--- src/pll_pkg.sv ---
// Constants shared by the frequency-synthesis control block
//
// How it works
// - Reference clock passes a programmable input divider before phase comparison.
// - Feedback comes from the primary output or an external pin or logic clock.
// - Feedback divider makes the output a multiple of the divided reference.
// - Adjustable delay on reference or feedback path, static or dynamic.
// - A dynamic delay change drops lock until the lock time elapses again.
// - Post-scaler divides the oscillator to form the primary output.
// - Secondary divider derives a slower divided output from the primary output.
// - Shifted output alters phase and duty of primary, static or dynamic.
// - Reduced variant has everything except delay adjustment; delay pins ignored.
// - Main reset high holds counters, oscillator, pump and dividers in reset.
// - Secondary-divider reset holds that divider alone, independent of main reset.
// - Lock output high when the oscillator tracks the reference, else low.
// - Delay source select high uses delay pins, low uses stored delay.
// - Delay-zero high adds no delay, low applies the 3-bit step.
// - Lead select high gives a leading adjustment, low a lagging one.
// - A 4-bit phase step applies when the phase-adjust mode input is high.
// - A 4-bit duty select sets shifted duty when phase-adjust mode is high.
`default_nettype none

package pll_pkg;

  // ----------------------------------------------------------------
  // Timing
  // ----------------------------------------------------------------
  localparam int CLK_PERIOD_NS = 10;

  // ----------------------------------------------------------------
  // Register map (byte addresses)
  // ----------------------------------------------------------------
  localparam logic [7:0]  ADR_DIV    = 8'h00;
  localparam logic [7:0]  ADR_ADJ    = 8'h04;
  localparam logic [7:0]  ADR_STATUS = 8'h08;

  localparam logic [31:0] DIV_RST    = 32'h02010101;
  localparam logic [31:0] ADJ_RST    = 32'h00008000;
  localparam logic [31:0] ADJ_MASK   = 32'h0001FF1F;

  // DIV fields
  localparam int DIV_REF_LSB  = 0;
  localparam int DIV_FB_LSB   = 8;
  localparam int DIV_POST_LSB = 16;
  localparam int DIV_SEC_LSB  = 24;

  // ADJ fields
  localparam int ADJ_STEP_LSB  = 0;
  localparam int ADJ_LEAD_BIT  = 3;
  localparam int ADJ_ZERO_BIT  = 4;
  localparam int ADJ_PHASE_LSB = 8;
  localparam int ADJ_DUTY_LSB  = 12;
  localparam int ADJ_FBEXT_BIT = 16;

  // STATUS fields
  localparam int ST_LOCK_BIT = 0;
  localparam int ST_VCO_LSB  = 8;

  // ----------------------------------------------------------------
  // Loop model
  // ----------------------------------------------------------------
  localparam logic [7:0] VCO_HALF_RST = 8'h10;
  localparam logic [7:0] VCO_HALF_MIN = 8'h01;
  localparam logic [7:0] VCO_HALF_MAX = 8'hFF;
  localparam logic [2:0] BAL_MID      = 3'h2;
  localparam logic [2:0] BAL_TOP      = 3'h4;
  localparam logic [2:0] BAL_BOT      = 3'h0;
  localparam logic [3:0] SLOT_HALF    = 4'h8;

  // A divide value of zero acts as one
  function automatic logic [7:0] div_of(input logic [7:0] v);
    return (v == 8'h00) ? 8'h01 : v;
  endfunction : div_of

  function automatic logic [31:0] merge(input logic [31:0] old,
                                        input logic [31:0] wdat,
                                        input logic [3:0]  sel);
    logic [31:0] r;
    r = old;
    for (int i = 0; i < 4; i++) begin
      if (sel[i]) begin
        r[i*8 +: 8] = wdat[i*8 +: 8];
      end
    end
    return r;
  endfunction : merge

endpackage : pll_pkg

`default_nettype wire

--- src/pll_delay_line.sv ---
// Tapped event delay line for the reference or feedback path
`default_nettype none

module pll_delay_line (
  // Clock and reset
  input  wire logic       clk_i,
  input  wire logic       rst_i,
  // Event in, tap select, event out
  input  wire logic       ev_i,
  input  wire logic [2:0] amount_i,
  output logic            ev_o
);

  typedef struct packed {
    logic [7:0] taps;
    logic       out;
  } dly_s;

  dly_s s;
  dly_s next_s;

  // --------------------------------------------------------------
  // Tap select
  // --------------------------------------------------------------
  always_comb begin
    next_s      = s;
    next_s.taps = {s.taps[6:0], ev_i};
    next_s.out  = (amount_i == 3'h0) ? ev_i : s.taps[amount_i - 3'h1];
  end

  always_ff @(posedge clk_i) begin
    if (rst_i) begin
      s <= '0;
    end else begin
      s <= next_s;
    end
  end

  assign ev_o = s.out;

endmodule : pll_delay_line

`default_nettype wire

--- src/pll_digital_control.sv ---
// Digital control, dividers and lock logic of the synthesizer
`default_nettype none

module pll_digital_control #(
  parameter bit FULL_SYNTH   = 1'b1,
  parameter int LOCK_TIME_NS = 100000
) (
  // System
  input  wire logic        clk_i,
  input  wire logic        rst_i,
  // Wishbone slave
  input  wire logic        cyc_i,
  input  wire logic        stb_i,
  input  wire logic        we_i,
  input  wire logic [7:0]  adr_i,
  input  wire logic [3:0]  sel_i,
  input  wire logic [31:0] dat_i,
  output logic [31:0]      dat_o,
  output logic             ack_o,
  // Clock pins
  input  wire logic        ref_clk_in_i,
  input  wire logic        feedback_clk_in_i,
  // Resets from user logic
  input  wire logic        pll_reset_i,
  input  wire logic        kdiv_reset_i,
  // Dynamic delay control
  input  wire logic        delay_ctrl_source_i,
  input  wire logic        delay_zero_i,
  input  wire logic        delay_lead_sel_i,
  input  wire logic [2:0]  delay_step_i,
  // Dynamic phase and duty control
  input  wire logic        phase_adjust_mode_i,
  input  wire logic [3:0]  phase_step_i,
  input  wire logic [3:0]  duty_select_i,
  // Clock outputs and lock
  output logic             primary_clk_out_o,
  output logic             shifted_clk_out_o,
  output logic             divided_clk_out_o,
  output logic             lock_o
);

  localparam int LOCK_CYCLES =
    (LOCK_TIME_NS + pll_pkg::CLK_PERIOD_NS - 1) / pll_pkg::CLK_PERIOD_NS;
  localparam logic [23:0] LOCK_MAX = 24'(LOCK_CYCLES);

  typedef struct packed {
    logic        ack;
    logic [31:0] rdat;
    logic [31:0] div;
    logic [31:0] adj;
    logic [1:0]  ref_sync;
    logic [1:0]  fb_sync;
    logic        ref_prev;
    logic        fb_prev;
    logic [7:0]  ref_cnt;
    logic [7:0]  fb_cnt;
    logic        ref_ev;
    logic        fb_ev;
    logic [2:0]  bal;
    logic [7:0]  vco_half;
    logic [7:0]  vco_cnt;
    logic        vco;
    logic [7:0]  post_cnt;
    logic [3:0]  slot;
    logic        primary;
    logic        shifted;
    logic [7:0]  sec_cnt;
    logic        divided;
    logic [3:0]  last_dly;
    logic [23:0] lock_cnt;
    logic        lock;
  } state_s;

  state_s s;
  state_s next_s;

  logic       ref_dly;
  logic       fb_dly;
  logic       dyn;
  logic       dly_zero;
  logic       dly_lead;
  logic [2:0] dly_step;
  logic [2:0] amt;
  logic [2:0] ref_amt;
  logic [2:0] fb_amt;
  logic       dly_chg;
  logic [3:0] phase;
  logic [3:0] duty;
  logic       fb_lvl;
  logic       adjust;
  logic       req;

  // ----------------------------------------------------------------
  // Delay and phase source selection
  // ----------------------------------------------------------------
  always_comb begin
    dyn      = delay_ctrl_source_i;
    dly_zero = dyn ? delay_zero_i : s.adj[pll_pkg::ADJ_ZERO_BIT];
    dly_lead = dyn ? delay_lead_sel_i : s.adj[pll_pkg::ADJ_LEAD_BIT];
    dly_step = dyn ? delay_step_i : s.adj[pll_pkg::ADJ_STEP_LSB +: 3];
    amt      = (!FULL_SYNTH || dly_zero) ? 3'h0 : dly_step;
    // Delaying feedback pulls the output earlier, delaying reference later
    fb_amt   = dly_lead ? amt : 3'h0;
    ref_amt  = dly_lead ? 3'h0 : amt;
    dly_chg  = FULL_SYNTH && dyn && ({dly_lead, amt} != s.last_dly);
    phase    = phase_adjust_mode_i ? phase_step_i
                                   : s.adj[pll_pkg::ADJ_PHASE_LSB +: 4];
    duty     = phase_adjust_mode_i ? duty_select_i
                                   : s.adj[pll_pkg::ADJ_DUTY_LSB +: 4];
  end

  // ----------------------------------------------------------------
  // Path delays
  // ----------------------------------------------------------------
  pll_delay_line u_ref_delay (
    .clk_i    (clk_i),
    .rst_i    (rst_i || pll_reset_i),
    .ev_i     (s.ref_ev),
    .amount_i (ref_amt),
    .ev_o     (ref_dly)
  );

  pll_delay_line u_fb_delay (
    .clk_i    (clk_i),
    .rst_i    (rst_i || pll_reset_i),
    .ev_i     (s.fb_ev),
    .amount_i (fb_amt),
    .ev_o     (fb_dly)
  );

  // ----------------------------------------------------------------
  // Next state
  // ----------------------------------------------------------------
  always_comb begin
    next_s = s;
    req    = cyc_i && stb_i && !s.ack;
    adjust = 1'b0;
    fb_lvl = s.adj[pll_pkg::ADJ_FBEXT_BIT] ? s.fb_sync[1] : s.primary;

    // Bus slave: one wait state, unmapped reads give zero
    next_s.ack = req;
    if (req && we_i) begin
      unique case (adr_i)
        pll_pkg::ADR_DIV: next_s.div = pll_pkg::merge(s.div, dat_i, sel_i);
        pll_pkg::ADR_ADJ: next_s.adj = pll_pkg::merge(s.adj, dat_i, sel_i)
                                       & pll_pkg::ADJ_MASK;
        default: ;
      endcase
    end
    next_s.rdat = 32'h00000000;
    if (req && !we_i) begin
      unique case (adr_i)
        pll_pkg::ADR_DIV:    next_s.rdat = s.div;
        pll_pkg::ADR_ADJ:    next_s.rdat = s.adj;
        pll_pkg::ADR_STATUS: begin
          next_s.rdat[pll_pkg::ST_LOCK_BIT]     = s.lock;
          next_s.rdat[pll_pkg::ST_VCO_LSB +: 8] = s.vco_half;
        end
        default: ;
      endcase
    end

    // Pin synchronisers
    next_s.ref_sync = {s.ref_sync[0], ref_clk_in_i};
    next_s.fb_sync  = {s.fb_sync[0], feedback_clk_in_i};
    next_s.ref_prev = s.ref_sync[1];
    next_s.fb_prev  = fb_lvl;

    // Input divider
    next_s.ref_ev = 1'b0;
    if (s.ref_sync[1] && !s.ref_prev) begin
      if (s.ref_cnt >= pll_pkg::div_of(s.div[pll_pkg::DIV_REF_LSB +: 8]) - 8'h01) begin
        next_s.ref_cnt = 8'h00;
        next_s.ref_ev  = 1'b1;
      end else begin
        next_s.ref_cnt = s.ref_cnt + 8'h01;
      end
    end

    // Feedback divider
    next_s.fb_ev = 1'b0;
    if (fb_lvl && !s.fb_prev) begin
      if (s.fb_cnt >= pll_pkg::div_of(s.div[pll_pkg::DIV_FB_LSB +: 8]) - 8'h01) begin
        next_s.fb_cnt = 8'h00;
        next_s.fb_ev  = 1'b1;
      end else begin
        next_s.fb_cnt = s.fb_cnt + 8'h01;
      end
    end

    // Phase detector: a lead of two events steers the oscillator
    if (ref_dly && !fb_dly) begin
      next_s.bal = s.bal + 3'h1;
    end else if (fb_dly && !ref_dly) begin
      next_s.bal = s.bal - 3'h1;
    end
    if (next_s.bal == pll_pkg::BAL_TOP) begin
      adjust          = 1'b1;
      next_s.bal      = pll_pkg::BAL_MID + 3'h1;
      if (s.vco_half > pll_pkg::VCO_HALF_MIN) begin
        next_s.vco_half = s.vco_half - 8'h01;
      end
    end else if (next_s.bal == pll_pkg::BAL_BOT) begin
      adjust          = 1'b1;
      next_s.bal      = pll_pkg::BAL_MID - 3'h1;
      if (s.vco_half < pll_pkg::VCO_HALF_MAX) begin
        next_s.vco_half = s.vco_half + 8'h01;
      end
    end

    // Oscillator and post-scaler, sixteen slots per output period
    if (s.vco_cnt >= s.vco_half - 8'h01) begin
      next_s.vco_cnt = 8'h00;
      next_s.vco     = !s.vco;
      if (!s.vco) begin
        if (s.post_cnt >= pll_pkg::div_of(s.div[pll_pkg::DIV_POST_LSB +: 8]) - 8'h01) begin
          next_s.post_cnt = 8'h00;
          next_s.slot     = s.slot + 4'h1;
        end else begin
          next_s.post_cnt = s.post_cnt + 8'h01;
        end
      end
    end else begin
      next_s.vco_cnt = s.vco_cnt + 8'h01;
    end
    next_s.primary = (next_s.slot < pll_pkg::SLOT_HALF);
    next_s.shifted = ((next_s.slot - phase) < duty);

    // Secondary divider counts both edges of the primary output
    if (next_s.primary != s.primary) begin
      if (s.sec_cnt >= pll_pkg::div_of(s.div[pll_pkg::DIV_SEC_LSB +: 8]) - 8'h01) begin
        next_s.sec_cnt = 8'h00;
        next_s.divided = !s.divided;
      end else begin
        next_s.sec_cnt = s.sec_cnt + 8'h01;
      end
    end
    if (kdiv_reset_i) begin
      next_s.sec_cnt = 8'h00;
      next_s.divided = 1'b0;
    end

    // Lock timer restarts on any steering or dynamic delay change
    next_s.last_dly = {dly_lead, amt};
    if (adjust || dly_chg) begin
      next_s.lock_cnt = 24'h000000;
    end else if (s.lock_cnt < LOCK_MAX) begin
      next_s.lock_cnt = s.lock_cnt + 24'h000001;
    end

    // Main reset holds the whole loop but not the registers
    if (pll_reset_i) begin
      next_s.ref_cnt  = 8'h00;
      next_s.fb_cnt   = 8'h00;
      next_s.ref_ev   = 1'b0;
      next_s.fb_ev    = 1'b0;
      next_s.bal      = pll_pkg::BAL_MID;
      next_s.vco_half = pll_pkg::VCO_HALF_RST;
      next_s.vco_cnt  = 8'h00;
      next_s.vco      = 1'b0;
      next_s.post_cnt = 8'h00;
      next_s.slot     = 4'h0;
      next_s.primary  = 1'b0;
      next_s.shifted  = 1'b0;
      next_s.sec_cnt  = 8'h00;
      next_s.divided  = 1'b0;
      next_s.lock_cnt = 24'h000000;
    end
    next_s.lock = !pll_reset_i && (next_s.lock_cnt == LOCK_MAX);
  end

  always_ff @(posedge clk_i) begin
    if (rst_i) begin
      s          <= '0;
      s.div      <= pll_pkg::DIV_RST;
      s.adj      <= pll_pkg::ADJ_RST;
      s.bal      <= pll_pkg::BAL_MID;
      s.vco_half <= pll_pkg::VCO_HALF_RST;
    end else begin
      s <= next_s;
    end
  end

  assign dat_o             = s.rdat;
  assign ack_o             = s.ack;
  assign primary_clk_out_o = s.primary;
  assign shifted_clk_out_o = s.shifted;
  assign divided_clk_out_o = s.divided;
  assign lock_o            = s.lock;
endmodule : pll_digital_control

`default_nettype wire

--- config.mk ---
export PLATFORM = sky130hd
export DESIGN_NAME = pll_digital_control
export DESIGN_NICKNAME = d
export VERILOG_FILES = /design/src/pll_pkg.sv /design/src/pll_delay_line.sv /design/src/pll_digital_control.sv
export SDC_FILE = /design/constraint.sdc
export NUM_CORES = 1
export LEC_CHECK = 0
export BUFFER_PORTS_ARGS = -buffer_cell sky130_fd_sc_hd__buf_2
export CAP_MARGIN = 40
export CORE_ASPECT_RATIO = 0.8
export CORE_MARGIN = 8
export CORE_UTILIZATION = 57
export DETAILED_ROUTE_END_ITERATION = 16
export GPL_TIMING_DRIVEN = 0
export PLACE_DENSITY = 0.84
export SLEW_MARGIN = 25
export SYNTH_ARGS = -nofsm -noshare
export SYNTH_HDL_FRONTEND = slang
export SYNTH_SLANG_ARGS = --single-unit
--- constraint.sdc ---
create_clock -name clk_i -period 5.36 [get_ports clk_i]
set_input_delay 1.34 -clock clk_i [delete_from_list [all_inputs] [get_ports clk_i]]
set_output_delay 1.34 -clock clk_i [all_outputs]
set_load 0.02 [all_outputs]
==> impl_results.md <==
- Yosys cell types: 67
- Pwr dens: approximately 270 nW/µm²
- Status: finished, final reports clean
- Number of DRC markers in iteration 0: 557
- Final setup fails: 0
- FF+latch area: between 3000 and 4000 µm²
- Tmin final: 4.865 ns
- CP startpoint kind: flip-flop
- CP max FO: 6
- Primary FF master, synth: dfxtp_1
- Bufs on Longest Clock Path: 2
- Post-Route Utilization: 0.6726
- Hold EP: s[93]$_SDFF_PP0_
- Final worst-path cycle share: 0.9076
- Hold crit path type: reg2reg
- Via-to-Cell Ratio: around 5.6
- Setup slack, reg-to-reg: around 0.50 ns
- Initial Util: 0.5829
- DR WL/cell: about 16 µm
- Maximum VDD drop: ~0.20 mV
- Die Span Y: roughly 130 µm
- Die W: between 150 and 200 µm
- Crit end category: flip-flop
- Reg2reg end: shifted_clk_out_o$_SDFF_PP0_
- Syn Nets: around 1200
- Sw power: between 700 and 800 µW
- Worst path required time: around 5.7 ns
- Synth warn: 0
- Initial antenna violation count: 2
- Relative slew slack: 0.4033
- Crit path arrival time: around 5.2 ns
- Fin. max-slew vios: 0
- Synth Area per Inst: approximately 9.1 µm²
- Fin. Hold Viols: 0
- Clk slew on worst S/H paths: about 0.08 ns
- Hold path startpoint: next_s[93]$_SDFF_PP0_
- Dpl ws: 0.3509 ns
- First-pass GRT wire length: between 30000 and 40000 µm
- Post-CTS Hold Fix Bufs: 0
- DRC Markers: 0
- Area growth from synthesis to layout: 15.40%
- Vias in the first global route: around 7500
- Fillers: about 1300
- Max cap viols: 0
- Most congested layer reported by global routing: met2
- Synthesized instance count: ~1100
- Pleak: between 0.004 and 0.005 µW
- Skew-Pair Late Insertion Delay: 0.45 ns
- Number of port buffers: 100
- Combinational share of power: 0.053
- Sequential share of the synthesized area: 0.3992
- Core area: roughly 17000 µm²
- Final WS setup: between 0.4 and 0.5 ns
- Die Area: approximately 21000 µm²
- Post-route ant nets: 0
- CTS tree: done
- Worst slew pin tran: 0.8724 ns
- H-tree levels: 4
- Post-synthesis sequential element count: a little under 200
- Flop pwr share: 0.486
- Gr ovfl total: 0
- IO Count: between 100 and 150
- WL final: between 20000 and 25000 µm
- Root buffer cell: clkbuf_16
- GR Layer Usage met1: 0.2741
- GP Congestion: 0.9075
- RR Startpoint: s[146]$_SDFFE_PP0P_
- Multi-input gate area: 5391 µm²
- Largest net degree at the start of global routing: 20
- Clock skew: 0.01408 ns
- Cell internal pwr: 2264 µW
- Grt met2 use: 0.3299
- FFs w/ async S/R, synth: 0
- DR vias: 7880
- Netlist Area Pre-Place: around 9700 µm²
- Post-synth EDFFs: 0
- DP HPWL: ~17000 µm
- Clock power frac: 0.461
- Cell Rows: 42
- Sum Neg Setup Slack: 0 ns
- Switch share: 0.2415
- GR Util met3: 0.05704
- Cells on worst reg2reg path: 21
- CP Class: reg2reg
- Clock sinks: approximately 190
- TritonCTS Buffers: 17
- RSZ-0062 raised after global routing: no
- Final Net Count: around 1300
- Total GRT Usage: 0.2114
- Highest Clock Rate: just over 200 MHz
- DRT Pass-1 Iters: 5
- Layout cells sized above 1: 0.1647
- Hold Path Depth: 1
[flip-flops by register name, indices dropped and copies added, names as in the netlist, 3 cells and up]
name                count
s                     135
u_ref_delay.next_s      7
dat_o                  32
next_s                  3
u_fb_delay.next_s       7
[worst max path at each step]
stage                                   start                           end  slack [ns]  depth (start not counted)
after global routing      s[146]$_SDFFE_PP0P_  shifted_clk_out_o$_SDFF_PP0_        0.02                         18
after CTS                  s[63]$_SDFFE_PP0P_  shifted_clk_out_o$_SDFF_PP0_        0.23                         19
after global placement     s[63]$_SDFFE_PP0P_  shifted_clk_out_o$_SDFF_PP0_        0.47                         19
final                     s[146]$_SDFFE_PP0P_  shifted_clk_out_o$_SDFF_PP0_        0.50                         21
after floorplan           s[146]$_SDFFE_PP0P_  shifted_clk_out_o$_SDFF_PP0_        0.91                         21
after detailed placement   s[63]$_SDFFE_PP0P_  shifted_clk_out_o$_SDFF_PP0_        0.35                         19
[logic make-up after synthesis]
logic type,count (synthesis),synth area share
simple gates,418,0.2116
compound gates,124,0.08674
buf+inv,90,0.04744
mux,79,0.08803
flops,193,0.3992
fa+ha+maj,67,0.08738
xor+xnor,88,0.07963
[cells in the final DEF (no fill, tap or decap), types with 5 or more instances in the layout]
cell / Yosys / final
dfxtp_1: 193 / 193
nor2_1: 179 / 179
buf_2: 1 / 101
mux2i_1: 69 / 69
ha_1: 66 / 66
nand2_1: 49 / 49
xor2_1: 46 / 46
and2_1: 45 / 45
xnor2_1: 42 / 42
buf_4: 32 / 37
a21oi_1: 36 / 36
inv_1: 27 / 27
o21ai_0: 26 / 26
clkbuf_1: 26 / 26
nand3_1: 21 / 21
nor2b_1: 18 / 18
and3_1: 17 / 17
clkbuf_16: 0 / 17
nand4_1: 14 / 14
nor3_1: 14 / 14
or3_1: 13 / 13
nand2b_1: 11 / 11
nor4_1: 8 / 7
a21o_1: 7 / 7
a211o_1: 6 / 6
inv_6: 0 / 6
or4_1: 5 / 5
nor3b_1: 5 / 5
mux2_2: 5 / 5
o21a_1: 5 / 5
o211ai_1: 5 / 5
[layout make-up]
cell class                      count  area share
Buffer                             63     0.03204
Multi-Input combinational cell    776      0.4827
Sequential cell                   193      0.3459
Antenna cell                        1   0.0002240
Timing Repair Buffer              105     0.04817
Clock inverter                     15     0.01916
Clock buffer                       17     0.03809
Inverter                           27    0.009074
Tap cell                          220     0.02464
[routing by layer]
layer,part of all wire,vias to the layer above
met5,0.00048,-
met4,0.025,2
met3,0.076,52
met2,0.44,261
met1,0.45,3701
li1,-,3864
[repair_timing]
item                                   in CTS  in global routing
setup endpoints to repair                   0                  1
buffers inserted                            0                  0
resized for setup                           0                  6
endpoints found under the hold margin       0                  0
[power by group through the flow]
stage,Clock [µW],Combinational [µW],Sequential [µW]
CTS,1390,157,1450
global placement,0,151,1480
detailed placement,0,155,1480
floorplan,0,93.3,1480
global route,1440,174,1450
finish,1380,159,1450
[metrics by stage]
stage	power, µW	std cells	cell area, µm²	hold slack, ns
finish	2985	1417	11170	0.4489
global route	3067	1417	11170	0.4702
CTS	2994	1414	11120	0.4525
detailed placement	1638	1382	10480	0.4306
global placement	1634	1379	10460	0.4338
floorplan	1576	1059	9679	0.4138
[worst max-delay path: stages, from the launching register on]
cell and delay [ns]:
dfxtp_1 0.37, or4_1 0.58, or3_1 0.37, nor2_1 0.10, nor2_1 0.08, ha_1 0.22, inv_1 0.08, or3_1 0.11
xor2_1 0.08, ha_1 0.29, nand4_1 0.16, o31ai_4 0.38, nand2_1 0.17, xor2_1 0.22, ha_1 0.18, inv_1 0.06
fa_1 0.44, ha_1 0.30, a21boi_0 0.12, o21ai_0 0.16, nand2b_1 0.08, a211oi_1 0.23
[cells in the mapped netlist (21+ instances only)]
cell type | number | share of area
xnor2_1 | 42 | 0.038
and2_1 | 45 | 0.029
clkbuf_1 | 26 | 0.010
mux2i_1 | 69 | 0.071
nand2_1 | 49 | 0.019
inv_1 | 27 | 0.010
o21ai_0 | 26 | 0.013
dfxtp_1 | 193 | 0.40
xor2_1 | 46 | 0.042
nand3_1 | 21 | 0.011
a21oi_1 | 36 | 0.019
nor2_1 | 179 | 0.069
ha_1 | 66 | 0.085
buf_4 | 32 | 0.025
No activity file was read; power rests on OpenSTA's default activity.
